--- config.mk ---
export PLATFORM = sky130hd
export DESIGN_NAME = core_status_clock_irq_regs
export DESIGN_NICKNAME = d
export VERILOG_FILES = /design/src/core_status_clock_irq_regs.v
export VERILOG_INCLUDE_DIRS = /design/src
export SDC_FILE = /design/constraint.sdc
export NUM_CORES = 1
export LEC_CHECK = 0
export BUFFER_PORTS_ARGS = -buffer_cell sky130_fd_sc_hd__buf_4
export CAP_MARGIN = 20
export CORE_ASPECT_RATIO = 1.4
export CORE_MARGIN = 4
export CORE_UTILIZATION = 45
export CTS_CLUSTER_SIZE = 28
export DETAILED_ROUTE_END_ITERATION = 8
export GPL_TIMING_DRIVEN = 0
export PLACE_DENSITY_LB_ADDON = 0.12
export SLEW_MARGIN = 5
export SYNTH_ARGS = -nofsm -noshare
export SYNTH_HDL_FRONTEND = slang
export SYNTH_SLANG_ARGS = --single-unit
--- constraint.sdc ---
create_clock -name i_mclk -period 5.85 [get_ports i_mclk]
set_input_delay 0.585 -clock i_mclk [delete_from_list [all_inputs] [get_ports i_mclk]]
set_output_delay 0.585 -clock i_mclk [all_outputs]
set_load 0.005 [all_outputs]
--- src/core_io_regs.vh ---
`ifndef CORE_IO_REGS_VH
`define CORE_IO_REGS_VH
`define ADDR_ALU_STATUS_FLAGS 8'h00
`define ADDR_STACK_POINTER 8'h02
`define ADDR_CLOCK_MODE_CONTROL 8'h03
`define ADDR_INTERRUPT_ENABLE_MASK 8'h04
`define ADDR_INTERRUPT_REQUEST 8'h05
`define ADDR_MULTIPLIER_OPERAND 8'h08
`define ADDR_MULTIPLIER_HIGH_RESULT 8'h09
`define FLAG_ZERO_POS 0
`define FLAG_CARRY_POS 1
`define FLAG_HALF_CARRY_POS 2
`define FLAG_SIGNED_WRAP_POS 3
`define CLK_PIN_FUNC_POS 0
`define CLK_WATCHDOG_POS 1
`define CLK_SLOW_OSC_POS 2
`define CLK_TYPE_POS 3
`define CLK_FAST_OSC_POS 4
`define CLK_SEL_LSB 5
`define RST_FLAGS 4'h0
`define RST_STACK_POINTER 8'h00
`define RST_CLOCK_MODE 8'hf6
`define RST_INT_ENABLE 8'h00
`define RST_INT_REQUEST 8'h00
`define RST_OPERAND 8'h00
`define RST_HIGH_RESULT 8'h00
`define SRC_FAST 2'h0
`define SRC_SLOW 2'h1
`define SRC_CRYSTAL 2'h2
`define SRC_NONE 2'h3
`endif

--- src/core_status_clock_irq_regs.v ---
// Contract
// - One-cycle 8x8 unsigned multiply
// - High byte to result, low to work
// - Bit 3 set on signed overflow
// - Bit 2 is nibble half carry/borrow
// - Bit 1 carry/borrow, also shift-through-carry
// - Bit 0 set when result is zero
// - Stack pointer readable and writable
// - Type 0 and type 1 clock source tables
// - Clock bit 3 picks table, reset 0
// - Clock bit 4 fast oscillator enable
// - Clock bit 2 slow oscillator, stops watchdog
// - Clock bit 1 watchdog enable
// - Clock bit 0 selects reset pin function
// - Enable bits gate each source, reset 0
// - Build option picks sources for bits 7,4
// - Sources set request bits, software clears
`timescale 1ns/10ps
`include "core_io_regs.vh"
module core_status_clock_irq_regs #(
   parameter BIT7_USES_GENERATOR_TWO = 0,
   parameter BIT4_USES_GENERATOR_ONE = 0
)(
   input wire i_mclk,
   input wire i_reset,
   input wire [7:0] i_io_addr,
   input wire i_io_wr,
   input wire [7:0] i_io_wdata,
   input wire i_io_rd,
   output reg [7:0] o_io_rdata,
   input wire i_mul_go,
   input wire [7:0] i_work_register,
   output reg [7:0] o_work_register_low,
   output reg o_work_register_load,
   input wire i_flag_zero_we,
   input wire i_flag_zero,
   input wire i_flag_carry_we,
   input wire i_flag_carry,
   input wire i_flag_half_carry_we,
   input wire i_flag_half_carry,
   input wire i_flag_signed_wrap_we,
   input wire i_flag_signed_wrap,
   input wire i_third_timer_evt,
   input wire i_pulse_generator_two_evt,
   input wire i_second_timer_evt,
   input wire i_pulse_generator_zero_evt,
   input wire i_comparator_evt,
   input wire i_pulse_generator_one_evt,
   input wire i_adc_evt,
   input wire i_sixteen_bit_timer_evt,
   input wire i_pin_pair_b_evt,
   input wire i_pin_pair_a_evt,
   output wire o_irq,
   output wire [7:0] o_irq_pending,
   output wire [7:0] o_stack_pointer,
   output wire [3:0] o_alu_status_flags,
   output reg [1:0] o_clk_source,
   output reg [6:0] o_clk_divide_log2,
   output reg o_clk_sel_reserved,
   output wire o_fast_internal_oscillator_en,
   output wire o_slow_internal_oscillator_en,
   output wire o_watchdog_run,
   output wire o_external_reset_pin_en
);
   reg [3:0] flags_r;
   reg [7:0] stack_pointer_r;
   reg [7:0] clock_mode_r;
   reg [7:0] int_enable_r;
   reg [7:0] int_request_r;
   reg [7:0] operand_r;
   reg [7:0] high_result_r;
   reg [3:0] flags_nxt;
   reg [7:0] stack_pointer_nxt;
   reg [7:0] clock_mode_nxt;
   reg [7:0] int_enable_nxt;
   reg [7:0] operand_nxt;
   reg [7:0] high_result_nxt;
   reg [7:0] work_low_nxt;
   localparam [7:0] REQ_RESET = `RST_INT_REQUEST;
   wire [15:0] product;
   wire [7:0] src_evt;
   wire [2:0] sel;
   wire wr_flags;
   wire wr_req;
   assign wr_flags = i_io_wr && (i_io_addr == `ADDR_ALU_STATUS_FLAGS);
   assign wr_req = i_io_wr && (i_io_addr == `ADDR_INTERRUPT_REQUEST);
   assign product = i_work_register * operand_r;
   // Build-time source choice for the shared request bits
   assign src_evt[7] = BIT7_USES_GENERATOR_TWO ? i_pulse_generator_two_evt :
                       i_third_timer_evt;
   assign src_evt[6] = i_second_timer_evt;
   assign src_evt[5] = i_pulse_generator_zero_evt;
   assign src_evt[4] = BIT4_USES_GENERATOR_ONE ? i_pulse_generator_one_evt :
                       i_comparator_evt;
   assign src_evt[3] = i_adc_evt;
   assign src_evt[2] = i_sixteen_bit_timer_evt;
   assign src_evt[1] = i_pin_pair_b_evt;
   assign src_evt[0] = i_pin_pair_a_evt;

   // Next values of the software-visible registers
   always @*
   begin
      stack_pointer_nxt = stack_pointer_r;
      clock_mode_nxt = clock_mode_r;
      int_enable_nxt = int_enable_r;
      operand_nxt = operand_r;
      high_result_nxt = high_result_r;
      work_low_nxt = o_work_register_low;
      if (i_mul_go)
      begin
         high_result_nxt = product[15:8];
         work_low_nxt = product[7:0];
      end
      if (i_io_wr)
      begin
         case (i_io_addr)
            `ADDR_STACK_POINTER:
            begin
               stack_pointer_nxt = i_io_wdata;
            end
            `ADDR_CLOCK_MODE_CONTROL:
            begin
               clock_mode_nxt = i_io_wdata;
            end
            `ADDR_INTERRUPT_ENABLE_MASK:
            begin
               int_enable_nxt = i_io_wdata;
            end
            `ADDR_MULTIPLIER_OPERAND:
            begin
               operand_nxt = i_io_wdata;
            end
            default:
            begin
               // High result and unmapped writes are dropped
            end
         endcase
      end
   end

   // Load pulse follows the product request by one cycle
   always @(posedge i_mclk)
   begin
      if (i_reset)
      begin
         stack_pointer_r <= `RST_STACK_POINTER;
         clock_mode_r <= `RST_CLOCK_MODE;
         int_enable_r <= `RST_INT_ENABLE;
         operand_r <= `RST_OPERAND;
         high_result_r <= `RST_HIGH_RESULT;
         o_work_register_low <= 8'h00;
         o_work_register_load <= 1'b0;
      end
      else
      begin
         stack_pointer_r <= stack_pointer_nxt;
         clock_mode_r <= clock_mode_nxt;
         int_enable_r <= int_enable_nxt;
         operand_r <= operand_nxt;
         high_result_r <= high_result_nxt;
         o_work_register_low <= work_low_nxt;
         o_work_register_load <= i_mul_go;
      end
   end

   // Core updates win over a same-cycle software write
   always @*
   begin
      flags_nxt = flags_r;
      if (wr_flags)
      begin
         flags_nxt = i_io_wdata[3:0];
      end
      if (i_flag_zero_we)
      begin
         flags_nxt[`FLAG_ZERO_POS] = i_flag_zero;
      end
      if (i_flag_carry_we)
      begin
         flags_nxt[`FLAG_CARRY_POS] = i_flag_carry;
      end
      if (i_flag_half_carry_we)
      begin
         flags_nxt[`FLAG_HALF_CARRY_POS] = i_flag_half_carry;
      end
      if (i_flag_signed_wrap_we)
      begin
         flags_nxt[`FLAG_SIGNED_WRAP_POS] = i_flag_signed_wrap;
      end
   end

   always @(posedge i_mclk)
   begin
      if (i_reset)
         flags_r <= `RST_FLAGS;
      else
         flags_r <= flags_nxt;
   end

   genvar g;
   generate
      for (g = 0; g < 8; g = g + 1)
      begin : req_bits
         always @(posedge i_mclk)
         begin
            // Set wins over a same-cycle software clear
            if (i_reset)
            begin
               int_request_r[g] <= REQ_RESET[g];
            end
            else if (src_evt[g])
            begin
               int_request_r[g] <= 1'b1;
            end
            else if (wr_req && !i_io_wdata[g])
            begin
               int_request_r[g] <= 1'b0;
            end
         end
      end
   endgenerate

   assign o_irq_pending = int_request_r & int_enable_r;
   assign o_irq = |o_irq_pending;

   always @*
   begin
      case (i_io_addr)
         `ADDR_ALU_STATUS_FLAGS: o_io_rdata = {4'h0, flags_r};
         `ADDR_STACK_POINTER: o_io_rdata = stack_pointer_r;
         `ADDR_CLOCK_MODE_CONTROL: o_io_rdata = clock_mode_r;
         `ADDR_INTERRUPT_ENABLE_MASK: o_io_rdata = int_enable_r;
         `ADDR_INTERRUPT_REQUEST: o_io_rdata = int_request_r;
         `ADDR_MULTIPLIER_OPERAND: o_io_rdata = operand_r;
         `ADDR_MULTIPLIER_HIGH_RESULT: o_io_rdata = high_result_r;
         default: o_io_rdata = 8'h00;
      endcase
   end

   assign o_stack_pointer = stack_pointer_r;
   assign o_alu_status_flags = flags_r;
   assign sel = clock_mode_r[`CLK_SEL_LSB+2:`CLK_SEL_LSB];
   assign o_fast_internal_oscillator_en =
      clock_mode_r[`CLK_FAST_OSC_POS];
   assign o_slow_internal_oscillator_en =
      clock_mode_r[`CLK_SLOW_OSC_POS];
   assign o_watchdog_run = clock_mode_r[`CLK_WATCHDOG_POS] &&
      clock_mode_r[`CLK_SLOW_OSC_POS];
   assign o_external_reset_pin_en = clock_mode_r[`CLK_PIN_FUNC_POS];

   // Divide ratio is given as a power of two
   always @*
   begin
      o_clk_sel_reserved = 1'b0;
      o_clk_source = `SRC_NONE;
      o_clk_divide_log2 = 7'h0;
      if (!clock_mode_r[`CLK_TYPE_POS])
      begin
         case (sel)
            3'h0:
            begin
               o_clk_source = `SRC_FAST;
               o_clk_divide_log2 = 7'h2;
            end
            3'h1:
            begin
               o_clk_source = `SRC_FAST;
               o_clk_divide_log2 = 7'h1;
            end
            3'h3:
            begin
               o_clk_source = `SRC_CRYSTAL;
               o_clk_divide_log2 = 7'h2;
            end
            3'h4:
            begin
               o_clk_source = `SRC_CRYSTAL;
               o_clk_divide_log2 = 7'h1;
            end
            3'h5:
            begin
               o_clk_source = `SRC_CRYSTAL;
            end
            3'h6:
            begin
               o_clk_source = `SRC_SLOW;
               o_clk_divide_log2 = 7'h2;
            end
            3'h7:
            begin
               o_clk_source = `SRC_SLOW;
            end
            default:
            begin
               o_clk_sel_reserved = 1'b1;
            end
         endcase
      end
      else
      begin
         case (sel)
            3'h0:
            begin
               o_clk_source = `SRC_FAST;
               o_clk_divide_log2 = 7'h4;
            end
            3'h1:
            begin
               o_clk_source = `SRC_FAST;
               o_clk_divide_log2 = 7'h3;
            end
            3'h2:
            begin
               o_clk_source = `SRC_SLOW;
               o_clk_divide_log2 = 7'h4;
            end
            3'h3:
            begin
               o_clk_source = `SRC_FAST;
               o_clk_divide_log2 = 7'h5;
            end
            3'h4:
            begin
               o_clk_source = `SRC_FAST;
               o_clk_divide_log2 = 7'h6;
            end
            3'h5:
            begin
               o_clk_source = `SRC_CRYSTAL;
               o_clk_divide_log2 = 7'h3;
            end
            default:
            begin
               o_clk_sel_reserved = 1'b1;
            end
         endcase
      end
   end
endmodule

==> results_tabular.tex <==
\begin{tabular}{lr}
\hline
Metric & Value \\
\hline
\multicolumn{2}{l}{\textbf{Min path}} \\
\quad Worst hold endpoint & high\_result\_r[6] \\
\quad Hold path depth & 2 \\
\quad Hold Path Class & reg2reg \\
\quad Critical hold path startpoint & high\_result\_r[6] \\
\multicolumn{2}{l}{\textbf{Setup path}} \\
\quad Data arrival, critical path & 5.24 ns \\
\quad Largest fanout of any net on the critical path & 10 \\
\quad Most used cell, CP & sky130\_fd\_sc\_hd\_\_fa\_1 \\
\quad List of cells traversed by the critical path & nand2\_1 > fa\_1 > fa\_1 > inv\_1 > fa\_1 > inv\_1 > fa\_1 > inv\_1 > ha\_1 > nand2\_1 > a211oi\_1 > o21ai\_0 > or4b\_2 > o311ai\_0 \\
\quad Kind of launch point of the worst setup path & flip-flop \\
\quad Slowest Stage Delay on Critical Path & 0.65 ns \\
\quad Launching point of the worst reg2reg path & operand\_r[2] \\
\quad Library cell contributing the largest single delay on the critical path & sky130\_fd\_sc\_hd\_\_or4b\_2 \\
\quad Crit Path Class & reg2reg \\
\quad Data required time of the worst path & 6.05 ns \\
\quad Endpoint of the most critical register-to-register path & high\_result\_r[3] \\
\quad Crit path capture type & flip-flop \\
\quad Minimum setup slack among reg-to-reg paths & 0.81 ns \\
\quad Worst r2r path cells & 14 \\
\multicolumn{2}{l}{\textbf{Cells and area}} \\
\quad Final Util & 56.9\% \\
\quad Reg area & 1220 um2 \\
\quad Filler cell count & 1034 \\
\quad Nets & 805 \\
\quad Area growth from synthesis to layout & 23.1\% \\
\quad Layout cells sized above 1 & 18.7\% \\
\quad Multi-input combinational cell area & 3430 um2 \\
\quad Diode insertion count for antenna repair & 0 \\
\multicolumn{2}{l}{\textbf{Floorplanning}} \\
\quad DIE WIDTH & 97.5 um \\
\quad Die area & 13000 um2 \\
\quad Core area & 10900 um2 \\
\quad Die outline height & 133 um \\
\quad Io pins & 99 \\
\quad Starting density of the core & 46.2\% \\
\quad Site Rows & 45 \\
\multicolumn{2}{l}{\textbf{Placed design}} \\
\quad Hpwl dp & 10.8 mm \\
\quad Number of buffer cells added on primary ports & 87 \\
\quad Routability Congestion & 0.827 \\
\multicolumn{2}{l}{\textbf{Power and ir drop}} \\
\quad Static Leak & 0.00313 uW \\
\quad Pwr dens & 175 nW/um2 \\
\quad Maximum ir drop on the vdd rail & 0.200 mV \\
\multicolumn{2}{l}{\textbf{Clocking}} \\
\quad Max Root-Sink Buffers & 2 \\
\quad Sinks on the clock net & 61 \\
\quad CTS HTree Levels & 3 \\
\quad CTS tree & done \\
\quad Clock Root Buffer & sky130\_fd\_sc\_hd\_\_clkbuf\_16 \\
\quad Buffers inserted by post-CTS timing repair & 0 \\
\quad Number of gates resized after cts & 0 \\
\quad TritonCTS Buffers & 9 \\
\quad Number of hold buffers added after CTS & 0 \\
\quad Clock input transition at the sequential cells of the worst setup and hold paths & 0.05 ns \\
\quad Latest clock arrival within the worst-skew pair & 0.33 ns \\
\multicolumn{2}{l}{\textbf{Synth}} \\
\quad Synthesized instance count & 585 \\
\quad Number of warnings issued by yosys & 0 \\
\quad Flip-flop cell with the highest count after synthesis & sky130\_fd\_sc\_hd\_\_dfxtp\_1 \\
\quad Proportion of synthesized flip-flops having asynchronous set or reset & 0\% \\
\quad Proportion of synthesized chip area in sequential cells & 24.2\% \\
\quad Mean area per synthesized cell & 8.63 um2 \\
\quad Unique masters post-synth & 51 \\
\quad Number of enable flip-flop cells after synthesis & 0 \\
\quad Number of storage elements in the synthesis netlist & 61 \\
\quad Mapped cell area & 5050 um2 \\
\multicolumn{2}{l}{\textbf{Global route}} \\
\quad First-pass GRT wire length & 22.0 mm \\
\quad Remaining global-route overflow & 0 \\
\quad Pin count of the biggest net entering global routing & 12 \\
\quad Number of antenna violations at the first check in global routing & 0 \\
\quad Number of global-route vias before repair & 4608 \\
\quad Total global routing track utilization & 20.8\% \\
\multicolumn{2}{l}{\textbf{Job}} \\
\quad Number of max-capacitance violations reported & 0 \\
\multicolumn{2}{l}{\textbf{STA}} \\
\quad Final hold viol count & 0 \\
\quad Final setup violating endpoints & 0 \\
\quad Achievable clock frequency & 0.198 GHz \\
\quad Final Critical Period & 5.04 ns \\
\quad Worst slew margin & 51.4\% \\
\quad Actual transition at the worst max-transition pin & 0.729 ns \\
\quad Maximum clock skew at final layout & 0.00464 ns \\
\quad Number of slew-limit violations in the final report & 0 \\
\quad Unrepaired setup endpoints after global routing & no \\
\quad Sum of negative setup slack & 0 ns \\
\quad Tcrit/Tclk final & 86.1\% \\
\multicolumn{2}{l}{\textbf{Detailed routing}} \\
\quad Wirelength per Cell & 15.8 um \\
\quad Detailed-route DRC error count & 0 \\
\quad Number of optimization iterations in the first detailed-route pass & 4 \\
\quad Detailed-route via count & 4308 \\
\quad Routed Wire Length & 13.1 mm \\
\quad Violation count after the first detailed-routing iteration & 127 \\
\quad Vias/cell & 5.18 \\
\quad Antenna violation net count after detailed routing & 0 \\
\multicolumn{2}{l}{\textbf{Status}} \\
\quad Status & finished clean \\
\hline
\end{tabular}
## cells by family (layout without fill, tap and decap cells)
kind of cell             Yosys count  count (layout)  synth area share (%)
other                              1               4                0.0742
buffers and inverters             96             199                  8.17
flip-flops                        61              61                  24.2
AO/OA/AOI/OAI                     93              93                  11.4
multiplexers                      57              57                  11.3
adder cells (fa/ha/maj)           72              72                  23.2
AND/OR/NAND/NOR                  197             197                  20.3
XOR/XNOR                           8               8                  1.39
## layout by cell type, fill, tap and decap left out, drive strengths merged, types with 2 or more instances in the layout
cell type and n:
o21ai 24, or3b 3, a211oi 7, nand3 9, or2 2, clkbuf 22, mux2i 57, nand2b 6
xnor2 4, or3 2, a2bb2oi 2, clkinv 3, ha 36, xor2 4, nand4 3, nor3b 2
and3 2, nor2 41, nand2 49, buf 105, or4 3, a21oi 31, o22ai 9, bufinv 2
o22a 4, nor2b 4, conb 4, and2 61, fa 36, a32oi 2, nand3b 3, inv 66
dfxtp 61, nor3 4, o211ai 3, a22o 3
## synth_stat cells, types with 2 or more instances
| library cell | number | area share [%] |
|---|---|---|
| sky130_fd_sc_hd__inv_1 | 66 | 4.9 |
| sky130_fd_sc_hd__and2_1 | 61 | 7.6 |
| sky130_fd_sc_hd__dfxtp_1 | 61 | 24 |
| sky130_fd_sc_hd__mux2i_1 | 57 | 11 |
| sky130_fd_sc_hd__nand2_1 | 49 | 3.6 |
| sky130_fd_sc_hd__nor2_1 | 41 | 3.0 |
| sky130_fd_sc_hd__fa_1 | 36 | 14 |
| sky130_fd_sc_hd__ha_1 | 36 | 8.9 |
| sky130_fd_sc_hd__a21oi_1 | 31 | 3.1 |
| sky130_fd_sc_hd__o21ai_0 | 24 | 2.4 |
| sky130_fd_sc_hd__clkbuf_1 | 12 | 0.89 |
| sky130_fd_sc_hd__buf_4 | 11 | 1.6 |
| sky130_fd_sc_hd__nand3_1 | 9 | 0.89 |
| sky130_fd_sc_hd__o22ai_1 | 9 | 1.1 |
| sky130_fd_sc_hd__a211oi_1 | 7 | 1.0 |
| sky130_fd_sc_hd__nand2b_1 | 6 | 0.74 |
| sky130_fd_sc_hd__nor2b_1 | 4 | 0.50 |
| sky130_fd_sc_hd__nor3_1 | 4 | 0.40 |
| sky130_fd_sc_hd__o22a_2 | 4 | 0.79 |
| sky130_fd_sc_hd__xnor2_1 | 4 | 0.69 |
| sky130_fd_sc_hd__xor2_1 | 4 | 0.69 |
| sky130_fd_sc_hd__a22o_1 | 3 | 0.52 |
| sky130_fd_sc_hd__buf_1 | 3 | 0.22 |
| sky130_fd_sc_hd__buf_2 | 3 | 0.30 |
| sky130_fd_sc_hd__nand3b_1 | 3 | 0.45 |
| sky130_fd_sc_hd__nand4_1 | 3 | 0.37 |
| sky130_fd_sc_hd__o211ai_1 | 3 | 0.45 |
| sky130_fd_sc_hd__or4_1 | 3 | 0.45 |
| sky130_fd_sc_hd__a2bb2oi_1 | 2 | 0.35 |
| sky130_fd_sc_hd__a32oi_1 | 2 | 0.35 |
| sky130_fd_sc_hd__and3_1 | 2 | 0.25 |
| sky130_fd_sc_hd__or2_2 | 2 | 0.25 |
| sky130_fd_sc_hd__or3_1 | 2 | 0.25 |
## routing by layer
layer	part of all wire (%)	track usage, %	wire, um
met5	0	0	0
met4	1.7	6.70	225
met3	4.5	3.88	595
met2	55	40.0	7180
met1	39	22.6	5120
## worst max-delay path, delay by kind of cell (launching register included)
family | cells | cell delay (ns)
adder cells (fa/ha/maj) | 5 | 2.49
AND/OR/NAND/NOR | 3 | 0.86
AO/OA/AOI/OAI | 3 | 0.84
flip-flops | 1 | 0.56
buffers and inverters | 3 | 0.15
## stage by stage
| stage | std cells | instance area [um2] | power [uW] | worst slack (ns) | hold WS [ns] |
|---|---|---|---|---|---|
| floorplan | 588 | 5060 | 477 | 1.34 | 0.425 |
| global placement | 816 | 5890 | 526 | 0.775 | 0.451 |
| detailed placement | 816 | 5890 | 527 | 0.721 | 0.457 |
| CTS | 832 | 6220 | 1100 | 0.811 | 0.475 |
| global route | 832 | 6220 | 1120 | 0.458 | 0.489 |
| finish | 832 | 6220 | 1090 | 0.811 | 0.473 |
## state kept, by name, indices dropped and copies added (netlist names)
register	cells
clock_mode_r	8
high_result_r	8
int_enable_r	8
int_request_r	8
o_stack_pointer	8
o_work_register_low	8
operand_r	8
o_alu_status_flags	4
o_work_register_load	1
## where the power goes
group | internal [uW] | switching (uW) | total, uW
clock | 383 | 188 | 571
sequential | 423 | 5.57 | 428
combinational | 41.2 | 48.3 | 89.5
## layout make-up
class                      instances  area share (%)
multi-input combinational        431            55.1
sequential                        61            19.6
timing repair buffer              87            10.5
inverter                          66            3.98
clock buffer                      10            3.84
tap                              141            2.84
buffer                            30            2.66
clock inverter                     6            1.39
## worst max path at each step
stage | from | to | slack (ns) | cells after the start
floorplan | i_work_register[5] | high_result_r[3] | 1.34 | 14
global placement | i_work_register[5] | high_result_r[3] | 0.77 | 15
detailed placement | i_work_register[6] | high_result_r[3] | 0.72 | 14
CTS | operand_r[2] | high_result_r[3] | 0.81 | 14
global route | operand_r[3] | high_result_r[3] | 0.46 | 14
finish | operand_r[2] | high_result_r[3] | 0.81 | 14
No activity file was read; power rests on OpenSTA's default activity.
